$ cat src/verilog/crtc_htiming_pkg.sv
// Purpose: Shared constants for the horizontal raster timing block
// Assumes: Host I/O cycles are synchronous to i_clk
// Notes:   Register indices are CRT index values
package crtc_htiming_pkg;
    localparam logic [15:0] color_index_port    = 16'h03d4;
    localparam logic [15:0] color_data_port     = 16'h03d5;
    localparam logic [15:0] mono_index_port     = 16'h03b4;
    localparam logic [15:0] mono_data_port      = 16'h03b5;
    localparam logic [15:0] misc_out_write_port = 16'h03c2;
    localparam logic [15:0] misc_out_read_port  = 16'h03cc;
    localparam int          io_select_bit       = 0;
    localparam int          index_hidden_bit    = 5;
    localparam int          index_field_width   = 5;
    localparam int          reg_count           = 32;
    localparam logic [4:0]  idx_line_total      = 5'h00;
    localparam logic [4:0]  idx_display_end     = 5'h01;
    localparam logic [4:0]  idx_blank_start     = 5'h02;
    localparam logic [4:0]  idx_blank_end       = 5'h03;
    localparam logic [4:0]  idx_retrace_end     = 5'h05;
    localparam logic [4:0]  idx_last_extended   = 5'h1d;
    localparam logic [4:0]  idx_attr_state_low  = 5'h04;
    localparam logic [7:0]  idx_attr_state      = 8'h24;
    localparam int          skew_lsb            = 5;
    localparam int          blank_end_hi_bit    = 7;
    localparam logic [7:0]  index_reset         = 8'h00;
    localparam logic [7:0]  misc_out_reset      = 8'h00;
    localparam logic [7:0]  data_reset          = 8'h00;
    localparam logic [3:0]  dots_narrow         = 4'h8;
    localparam logic [3:0]  dots_wide           = 4'h9;
endpackage

$ cat src/verilog/crtc_reg_mem.sv
// Purpose: Register store for the CRT data registers
// Assumes: One write port, one registered read port
// Notes:   Read data lags the address by one clock
`timescale 1ns/1ps
`default_nettype none
module crtc_reg_mem #(
    parameter int DEPTH = 32,
    parameter int AW    = 5
) (
    input  wire logic          i_clk,
    input  wire logic          i_rst,
    input  wire logic          i_ce,
    input  wire logic          i_we,
    input  wire logic [AW-1:0] i_waddr,
    input  wire logic [7:0]    i_wdata,
    input  wire logic [AW-1:0] i_raddr,
    output logic      [7:0]    o_rdata
);
    import crtc_htiming_pkg::*;
    logic [7:0] mem_q [DEPTH];
    logic [7:0] rdata_d;

    always_comb begin
        rdata_d = mem_q[i_raddr];
    end

    always_ff @(posedge i_clk or posedge i_rst) begin
        if (i_rst) begin
            for (int i = 0; i < DEPTH; i++) begin
                mem_q[i] <= data_reset;
            end
            o_rdata <= data_reset;
        end else if (i_ce) begin
            if (i_we) begin
                mem_q[i_waddr] <= i_wdata;
            end
            o_rdata <= rdata_d;
        end
    end
endmodule // crtc_reg_mem
`default_nettype wire

$ cat src/verilog/crtc_htiming.sv
// Purpose: Horizontal raster timing of the CRT controller with index/data ports
// Assumes: I/O strobes are one-cycle pulses synchronous to i_clk
// Notes:   Read data and hit valid two cycles after the read strobe
// Functional notes
// Color emulation decodes index port 3D4 and data port 3D5.
// Monochrome emulation decodes index port 3B4 and data port 3B5 instead.
// Misc output I/O select bit chooses monochrome or color ports.
// Index bits 4..0 select the data register reached.
// Indices 00-1D map to the register set; 24 is attribute state.
// Index 24 reachable only with index bit 5 written as one.
// Software programs line total as characters per line minus five; here the counter wraps after line total, so a line is line total plus one.
// Text mode counter advances once per character sent.
// Graphics mode counter advances every 8 or 9 pixels.
// Counter returns to zero after reaching line total.
// All timing events are in character clock units.
// Software programs display end as displayed characters minus one.
// Display enable active from line start for display-end length.
// Blanking begins when counter equals blank start.
// Display data suppressed while blanking.
// End-blank bits 6..5 skew the character clock by 0 to 3.
// End-blank bits 4..0 hold low bits of the blank end value.
// Blank end compares six counter bits; sixth from retrace-end bit 7.
// Blanking ends on first later match of the six-bit end value.
// Timing register writes act at the next counter comparison.
`timescale 1ns/1ps
`default_nettype none
module crtc_htiming (
    input  wire logic        i_clk,
    input  wire logic        i_rst,
    input  wire logic        i_ce,
    input  wire logic [15:0] i_io_addr,
    input  wire logic [7:0]  i_io_wdata,
    input  wire logic        i_io_wr,
    input  wire logic        i_io_rd,
    input  wire logic        i_pixel_tick,
    input  wire logic        i_graphics_mode,
    input  wire logic        i_nine_dot,
    input  wire logic [7:0]  i_pixel_data,
    output logic      [7:0]  o_io_rdata,
    output logic             o_io_hit,
    output logic             o_char_tick,
    output logic      [7:0]  o_char_count,
    output logic             o_display_enable,
    output logic             o_hblank,
    output logic      [7:0]  o_video_data
);
    import crtc_htiming_pkg::*;

    typedef enum logic [1:0] {
        blank_off_type = 2'b00,
        blank_on_type  = 2'b01
    } blank_state_type;

    function automatic logic port_match(input logic [15:0] a, input logic mono,
                                        input logic [15:0] mp, input logic [15:0] cp);
        port_match = mono ? (a == mp) : (a == cp);
    endfunction

    // Pixel-domain inputs arrive from pins: two-stage sync
    logic [1:0] tick_sync_q;
    logic [1:0] gfx_sync_q;
    logic [1:0] nine_sync_q;
    always_ff @(posedge i_clk or posedge i_rst) begin
        if (i_rst) begin
            tick_sync_q <= 2'b00;
            gfx_sync_q  <= 2'b00;
            nine_sync_q <= 2'b00;
        end else if (i_ce) begin
            tick_sync_q <= {tick_sync_q[0], i_pixel_tick};
            gfx_sync_q  <= {gfx_sync_q[0], i_graphics_mode};
            nine_sync_q <= {nine_sync_q[0], i_nine_dot};
        end
    end

    // Host port state
    logic [7:0] index_q, index_d;
    logic [7:0] misc_q, misc_d;
    logic [7:0] attr_q, attr_d;
    logic [7:0] line_total_field, line_total_d;
    logic [7:0] display_end_field, display_end_d;
    logic [7:0] blank_start_field, blank_start_d;
    logic [7:0] blank_end_field, blank_end_d;
    logic [7:0] retrace_end_q, retrace_end_d;
    logic       rd_attr_q, rd_attr_d;
    logic       rd_mem_q, rd_mem_d;
    logic       rd_other_q, rd_other_d;
    logic [7:0] rd_other_val_q, rd_other_val_d;
    logic       io_hit_d;
    logic       io_hit_q;
    logic [7:0] io_rdata_d;
    logic       mono;
    logic       idx_hit, dat_hit, attr_sel, std_sel, mem_we;
    logic [7:0] mem_rdata;

    always_comb begin
        mono     = ~misc_q[io_select_bit];
        idx_hit  = port_match(i_io_addr, mono, mono_index_port, color_index_port); // see R1
        dat_hit  = port_match(i_io_addr, mono, mono_data_port, color_data_port);   // see R1
        attr_sel = (index_q == idx_attr_state);
        std_sel  = ~index_q[index_hidden_bit]
                   && (index_q[index_field_width-1:0] <= idx_last_extended); // see R4
        mem_we   = i_io_wr && dat_hit && std_sel;
        index_d  = (i_io_wr && idx_hit) ? i_io_wdata : index_q;
        misc_d   = (i_io_wr && i_io_addr == misc_out_write_port) ? i_io_wdata : misc_q;
        attr_d   = (i_io_wr && dat_hit && attr_sel) ? i_io_wdata : attr_q;
        line_total_d  = line_total_field;
        display_end_d = display_end_field;
        blank_start_d = blank_start_field;
        blank_end_d   = blank_end_field;
        retrace_end_d = retrace_end_q;
        if (mem_we) begin
            case (index_q[index_field_width-1:0])
                idx_line_total:  line_total_d  = i_io_wdata;
                idx_display_end: display_end_d = i_io_wdata;
                idx_blank_start: blank_start_d = i_io_wdata;
                idx_blank_end:   blank_end_d   = i_io_wdata;
                idx_retrace_end: retrace_end_d = i_io_wdata;
                default:         retrace_end_d = retrace_end_q;
            endcase
        end
        rd_attr_d      = i_io_rd && dat_hit && attr_sel;
        rd_mem_d       = i_io_rd && dat_hit && std_sel;
        rd_other_d     = i_io_rd && (idx_hit || i_io_addr == misc_out_read_port);
        rd_other_val_d = idx_hit ? index_q : misc_q;
        io_hit_d       = rd_attr_d || rd_mem_d || rd_other_d;
    end

    crtc_reg_mem #(
        .DEPTH (reg_count),
        .AW    (index_field_width)
    ) u_mem (
        .i_clk   (i_clk),
        .i_rst   (i_rst),
        .i_ce    (i_ce),
        .i_we    (mem_we),
        .i_waddr (index_q[index_field_width-1:0]),
        .i_wdata (i_io_wdata),
        .i_raddr (i_io_rd ? index_q[index_field_width-1:0] : index_q[index_field_width-1:0]),
        .o_rdata (mem_rdata)
    );

    always_ff @(posedge i_clk or posedge i_rst) begin
        if (i_rst) begin
            index_q           <= index_reset;
            misc_q            <= misc_out_reset;
            attr_q            <= data_reset;
            line_total_field  <= data_reset;
            display_end_field <= data_reset;
            blank_start_field <= data_reset;
            blank_end_field   <= data_reset;
            retrace_end_q     <= data_reset;
            rd_attr_q         <= 1'b0;
            rd_mem_q          <= 1'b0;
            rd_other_q        <= 1'b0;
            rd_other_val_q    <= data_reset;
            io_hit_q          <= 1'b0;
            o_io_hit          <= 1'b0;
            o_io_rdata        <= data_reset;
        end else if (i_ce) begin
            index_q           <= index_d;
            misc_q            <= misc_d;
            attr_q            <= attr_d;
            line_total_field  <= line_total_d;
            display_end_field <= display_end_d;
            blank_start_field <= blank_start_d;
            blank_end_field   <= blank_end_d;
            retrace_end_q     <= retrace_end_d;
            rd_attr_q         <= rd_attr_d;
            rd_mem_q          <= rd_mem_d;
            rd_other_q        <= rd_other_d;
            rd_other_val_q    <= rd_other_val_d;
            io_hit_q          <= io_hit_d;
            o_io_hit          <= io_hit_q;
            o_io_rdata        <= io_rdata_d;
        end
    end

    // Read mux after the memory register; hit is delayed to stay aligned
    always_comb begin
        io_rdata_d = rd_mem_q ? mem_rdata : rd_attr_q ? attr_q :
                     rd_other_q ? rd_other_val_q : data_reset;
    end

    // Character clock from synchronised pixel ticks
    logic [3:0] dot_q, dot_d;
    logic       char_raw;
    logic [3:0] dots_per_char;
    always_comb begin
        dots_per_char = nine_sync_q[1] ? dots_wide : dots_narrow;
        char_raw      = 1'b0;
        dot_d         = dot_q;
        if (tick_sync_q[1]) begin
            if (!gfx_sync_q[1]) begin
                char_raw = 1'b1;
                dot_d    = 4'h0;
            end else if (dot_q == dots_per_char - 4'h1) begin
                char_raw = 1'b1;
                dot_d    = 4'h0;
            end else begin
                dot_d = dot_q + 4'h1;
            end
        end
    end

    // Skew delay line, 0 to 3 i_clk cycles
    logic [3:0] skew_q, skew_d;
    logic       char_tick;
    logic [1:0] skew_sel;
    always_comb begin
        skew_sel  = blank_end_field[skew_lsb+1:skew_lsb];
        skew_d    = char_raw ? {skew_q[2:0], 1'b1} : {skew_q[2:0], 1'b0};
        char_tick = (skew_sel == 2'b00) ? char_raw : skew_q[skew_sel - 2'b01];
    end

    // Horizontal counter and compares, all in character ticks
    logic [7:0]      count_q, count_d;
    logic            de_q, de_d;
    blank_state_type blank_q, blank_d;
    logic [5:0]      blank_end6;
    logic [7:0]      video_d;
    always_comb begin
        blank_end6 = {retrace_end_q[blank_end_hi_bit], blank_end_field[4:0]}; // see R17
        count_d = count_q;
        de_d    = de_q;
        blank_d = blank_q;
        if (char_tick) begin
            count_d = (count_q == line_total_field) ? 8'h00 : count_q + 8'h01;
            if (count_d == 8'h00) begin
                de_d = 1'b1;
            end else if (count_q == display_end_field) begin
                de_d = 1'b0;
            end
            case (blank_q)
                blank_off_type: begin
                    if (count_d == blank_start_field) begin
                        blank_d = blank_on_type;
                    end
                end
                blank_on_type: begin
                    if (count_d[5:0] == blank_end6) begin
                        blank_d = blank_off_type;
                    end
                end
                default: blank_d = blank_off_type;
            endcase
        end
        video_d = (blank_q == blank_on_type || !de_q) ? 8'h00 : i_pixel_data;
    end

    always_ff @(posedge i_clk or posedge i_rst) begin
        if (i_rst) begin
            dot_q            <= 4'h0;
            skew_q           <= 4'h0;
            count_q          <= 8'h00;
            de_q             <= 1'b0;
            blank_q          <= blank_off_type;
            o_char_tick      <= 1'b0;
            o_char_count     <= 8'h00;
            o_display_enable <= 1'b0;
            o_hblank         <= 1'b0;
            o_video_data     <= 8'h00;
        end else if (i_ce) begin
            dot_q            <= dot_d;
            skew_q           <= skew_d;
            count_q          <= count_d;
            de_q             <= de_d;
            blank_q          <= blank_d;
            o_char_tick      <= char_tick;
            o_char_count     <= count_d;
            o_display_enable <= de_d;
            o_hblank         <= (blank_d == blank_on_type);
            o_video_data     <= video_d;
        end
    end
endmodule // crtc_htiming
`default_nettype wire

$ cat config.mk
export PLATFORM = sky130hd
export DESIGN_NAME = crtc_htiming
export DESIGN_NICKNAME = d
export VERILOG_FILES = /design/src/verilog/crtc_htiming_pkg.sv /design/src/verilog/crtc_reg_mem.sv /design/src/verilog/crtc_htiming.sv
export SDC_FILE = /design/constraint.sdc
export NUM_CORES = 1
export LEC_CHECK = 0
export BUFFER_PORTS_ARGS = -buffer_cell sky130_fd_sc_hd__buf_2
export CAP_MARGIN = 20
export CORE_MARGIN = 2
export CORE_UTILIZATION = 60
export CTS_CLUSTER_DIAMETER = 100
export DETAILED_ROUTE_END_ITERATION = 16
export PLACE_DENSITY = 0.78
export SLEW_MARGIN = 0
export SYNTH_ARGS = -nofsm -noshare
export SYNTH_HDL_FRONTEND = slang
export SYNTH_SLANG_ARGS = --single-unit
$ cat constraint.sdc
create_clock -name i_clk -period 18.4 [get_ports i_clk]
set_input_delay 3.68 -clock i_clk [delete_from_list [all_inputs] [get_ports i_clk]]
set_output_delay 3.68 -clock i_clk [all_outputs]
set_load 0.005 [all_outputs]
* Yosys cells after proc, flatten, opt, wreduce, memory -nomap -nowiden *
Cells that the tools add are included.

cells by class
  add/sub/neg operators = 4
  $lt $le $gt $ge = 4
  eq/ne operators = 18
  multiplexer cells = 30
  bitwise gates (word level) = 2
  reductions and logical operators = 33

operators with widths
  cell                  number
  $bwmux 256            1
  $eq 16x10->1 const B  6
  $mux 8                9
  $bmux 8 s5            1
  $demux 8 s5           1
  $eq 8x8->1            3
  $reduce_and 3->1      6
  $reduce_and 2->1      6
  $logic_and 1x1->1     11
  $mux 1                11
  $eq 5x2->1 const B    2
  $add 8x1->8 const B   1
  $eq 8x6->1 const B    1
  $logic_not 8->1       1
  $mux 4                2
  $eq 6x6->1            1
  $ge 6x6->1 const B    1
  $lt 6x1->1 const B    1
  $mux 2                3
  $not 5->6             1
  $eq 5x1->1 const B    1
  $eq 5x3->1 const B    1
  $le 5x5->1 const B    1
  $logic_not 5->1       1
  13 further kinds      18

word-level totals
  flip-flop bits (word level) = 383
  bits of input ports = 40
  output and inout bits = 28
  logic and storage cells = 150

* Longest topological paths before layout *
  depth in word-level cells = 9
  mapped depth = 9
  mapped depth without buffers = 8

* By module *
Synthesis repeated with hierarchy kept, for this count alone.

unflattened totals
  cells, all modules = 1398
  area total of the unflattened synthesis = 17833.4 µm²

by module, submodules not included
  module        times used  cells an instance  area each (µm²)  sequential area each (µm²)
  crtc_reg_mem  1           883                12235.5          6606.3
  crtc_htiming  1           515                5597.9           2802.7

* Worst setup path before layout *
No wires, ideal clock.

  kind = in2reg
  from = in i_io_addr[6]
  to = reg u_mem.mem_q[160] (netlist bit)
  setup time = 0.125 ns
  arrival = 5.598 ns
  data required time = 18.275 ns
  slack = 12.677 ns
  stages on the path = 8
  buffers on the path = 1
  path through = or3b_1 > a21oi_2 > nand4_1 > or3_1 > buf_2 > nor3b_4 > nand3_2 > mux2_2

between the ends
  longest elaborated chain between the ends = 5
  elaborated cells between the ends (all ways) = 6
  those cells by class = eq/ne (2); mux (1); reduce/logical (3)

RTL lines
  element                           line                 text
  start, declared                   crtc_htiming.sv:31   input wire logic [15:0] i_io_addr,
  $eq 16x10->1                      crtc_htiming.sv:56   port_match = mono ? (a == mp) : (a == cp);
  $mux 1 *                          crtc_htiming.sv:56
  $logic_and 1x1->1 * (2 in a row)  crtc_htiming.sv:102  mem_we = i_io_wr && dat_hit && std_sel;
  $reduce_and 2->1 (no line) *      -
  end signal, assigned by index     crtc_reg_mem.sv:30   mem_q[i] <= data_reset;
  end signal, assigned by index     crtc_reg_mem.sv:35   mem_q[i_waddr] <= i_wdata;
  end, declared                     crtc_reg_mem.sv:20   logic [7:0] mem_q [DEPTH];

Mark *: on every way between the ends. The rest lies on a longest branch, timed or not.
A chain may end at the register's enable or synchronous reset.

* Final worst setup path *
  from = in i_ce
  to = reg blank_end_field[3]

between the ends
  longest elaborated chain between the ends = 1

RTL lines
  element                     line                 text
  start, declared             crtc_htiming.sv:30   input wire logic i_ce,
  $reduce_and 3->1 (no line)  -
  end signal, assigned        crtc_htiming.sv:150  blank_end_field <= data_reset;
  end signal, assigned        crtc_htiming.sv:166  blank_end_field <= blank_end_d;
  end, declared               crtc_htiming.sv:82   logic [7:0] blank_end_field, blank_end_d;

No other way between the ends.

==> impl_metrics.tcl <==
set metrics [dict create \
    crit_start "i_ce" \
    cts_sinks 376 \
    p_int_mw 1.338 \
    crit_fanout 77 \
    netSwitchingPower_uw 380.6 \
    worstMarginPinSlew_ns 0.9856 \
    period_minus_slack_ns 6.042 \
    track_usage_pct 25.58 \
    cts-resized-gates 0 \
    power_density_nw_per_um2 89.92 \
    rsz0062_at_grt "false" \
    io_buffers 67 \
    p_sw_share_pct 22.14 \
    syn-num-nets 1296 \
    start_util_pct 60.70 \
    synth_cells 1253 \
    ys_top_cells_by_area "dfrtp_1, mux2_2, mux4_2, nand2_1, clkbuf_1" \
    cts_hold_buf 0 \
    worstPathRequired_ns 18.79 \
    cap_violations 0 \
    grt_max_degree 129 \
    area_delta_synth_final_pct 10.33 \
    post-route-util_pct 66.97 \
    crit_path_end_kind "flop" \
    dieArea_sq_um 30260 \
    synthArstFlopShare_pct 100.0 \
    drc_errors 0 \
    synth_top_cell_area_share_pct 54.30 \
    place.gp.congestion 0.8239 \
    crit_chain "buf_2, buf_4, and3_1, nand4_1, or3_1, nor3_4, nand3_2, mux2_2" \
    cts-root-buf "clkbuf_16" \
    first_pass_iters 7 \
    fin_crit_sh_pct 32.84 \
    arrival_ns 6.44 \
    critical-path-slowest-cell "buf_4" \
    yosysUniqueCellTypes 62 \
    finalHoldViolations 0 \
    synth-edff-count 0 \
    dieHeight_um 173.9 \
    outcome "finished, final reports clean" \
    cts_buffer_depth 3 \
    clock_power_share_pct 45.9 \
    cts_buffers 39 \
    core_sq_um 28550 \
    antenna_left 0 \
    synth_ff_type "dfrtp_1" \
    slew_violations 0 \
    ir_drop_mv 0.05670 \
    clock_latency_ns 0.52 \
    ys_warn_count 0 \
    crit_type "input pin to flop" \
    grt_pass1_vias 10640 \
    wirelength_um 37560 \
    max_freq_mhz 165.5 \
    cpPeakStageDelay_ns 0.59 \
    leakagePower_nw 9.003 \
    die_x_um 173.9 \
    clkSlewWorstSetupHoldPaths_ns 0.06 \
    seq_power_share_pct 49.8 \
    hp-class "flop to flop" \
    power.total_mw 1.719 \
    vias 10460 \
    r2r-start "index_q[0]" \
    ios 68 \
    wire_per_inst_um 22.30 \
    clock_skew_ns 0.01337 \
    drive_above_1_share_pct 42.77 \
    synthTopCellsByCount "dfrtp_1, mux2_2, nand2_1, mux4_2, clkbuf_1" \
    row_count 62 \
    antenna_found_initial 0 \
    syn_area_sq_um 17330 \
    place_inst 1614 \
    synth_area_leader_cell "dfrtp_1" \
    antenna_cells 0 \
    fillers 2010 \
    fin_nets 1315 \
    yosysSeqAreaShare_pct 54.30 \
    finalSetupViolCount 0 \
    drtIter0Drc 653 \
    place_hpwl_um 22860 \
    cts_tree "built" \
    ys_seq_elements 376 \
    hp-start "u_mem.mem_q[9]" \
    vias_per_cell 6.213 \
    max-slew-margin-rel_pct 34.30 \
    postCtsSetupBuffers 0 \
    grt_first_pass_wirelength_um 60320 \
    synth.most_common_cell "dfrtp_1" \
    fin_cells 1684 \
    start_kind "input pin" \
    avgSynthCellArea_sq_um 13.83 \
    comb_power_share_pct 4.3 \
    htree_levels 2 \
    overflow 0 \
    fin_tns_setup_ns 0 \
]
## kinds of logic after synthesis
logic type | synth area share, %
AOI/OAI and AO/OA | 3.141
xor gates and xnor gates | 1.444
adders and majority gates | 0.2166
buffers and inverters | 2.744
DFF | 54.30
muxes | 31.00
and+or+nand+nor | 7.156
## critical path, delay by kind of cell
kind / cells / cell delay, ns
buffers and inverters: 2 / 0.68
muxes: 1 / 0.44
and+or+nand+nor: 5 / 1.63
## flip-flops by register name, indices dropped and copies added (netlist names), 2 cells and up
register	flops
attr_q	8
blank_end_field	7
blank_q	2
blank_start_field	8
count_q	8
display_end_field	8
dot_q	4
gfx_sync_q	2
index_q	8
line_total_field	8
misc_q	8
nine_sync_q	2
o_io_rdata	8
o_video_data	8
rd_other_val_q	8
skew_q	4
tick_sync_q	2
u_mem.mem_q	256
u_mem.o_rdata	8
## stage by stage
step / setup WS, ns / cell area, sq um / hold slack [ns]
2_1_floorplan: 4.276 / 17330 / 0.4239
3_3_place_gp: 11.94 / 17830 / 0.3597
3_5_place_dp: 11.88 / 17830 / 0.3629
4_1_cts: 12.38 / 19110 / 0.3753
5_1_grt: 12.13 / 19120 / 0.3882
6_report: 12.36 / 19120 / 0.3699
## layout make-up
cell class,instances,area [sq um],share of cell area (%)
Clock buffer,56,1140,5.962
Timing Repair Buffer,77,410.4,2.147
Clock inverter,13,143.9,0.7527
Sequential cell,376,9417,49.26
Multi-Input combinational cell,758,7443,38.94
Tap cell,384,480.5,2.513
Inverter,20,82.58,0.4320
## per-layer routing
layer	wire (um)	share of wire (%)	GRT usage, %	vias up
met5	0	0	0	-
li1	-	-	-	4575
met2	18230	49	41.30	323
met4	1009	2.7	7.843	0
met1	16260	43	36.73	5494
met3	2058	5.5	3.631	70
## layout by cell type, fill, tap and decap left out, types with 8 or more instances in the layout
| cell type | instances |
|---|---|
| a21oi_1 | 21 |
| a22oi_1 | 8 |
| buf_2 | 67 |
| buf_4 | 10 |
| clkbuf_16 | 39 |
| clkbuf_8 | 10 |
| clkinv_2 | 9 |
| dfrtp_1 | 374 |
| inv_1 | 19 |
| mux2_2 | 299 |
| mux2i_1 | 18 |
| mux4_2 | 81 |
| nand2_1 | 91 |
| nand2b_1 | 9 |
| nand3_1 | 16 |
| nand4_1 | 11 |
| nor2_1 | 35 |
| nor2_2 | 14 |
| o21ai_0 | 38 |
| xnor2_1 | 24 |
## path summary, 6_finish.rpt
check,endpoint,slack (ns),cells after the start
max,blank_end_field[3],12.36,8
min,u_mem.mem_q[9],0.37,0
max reg2reg,u_mem.o_rdata[4],14.98,5
min reg2reg,u_mem.mem_q[9],0.37,0
max in group asynchronous,index_q[0],13.01,4
min in group asynchronous,u_mem.mem_q[170],3.35,2
## power groups by stage
stage          registers [mW]  logic, mW  clock network (mW)
2_1_floorplan           0.868     0.0460                   0
3_3_place_gp            0.870     0.0722                   0
3_5_place_dp            0.871     0.0736                   0
4_1_cts                 0.856     0.0747               0.800
5_1_grt                 0.858     0.0839               0.834
6_report                0.856     0.0738               0.789
Power figures use the tool's default switching activity.
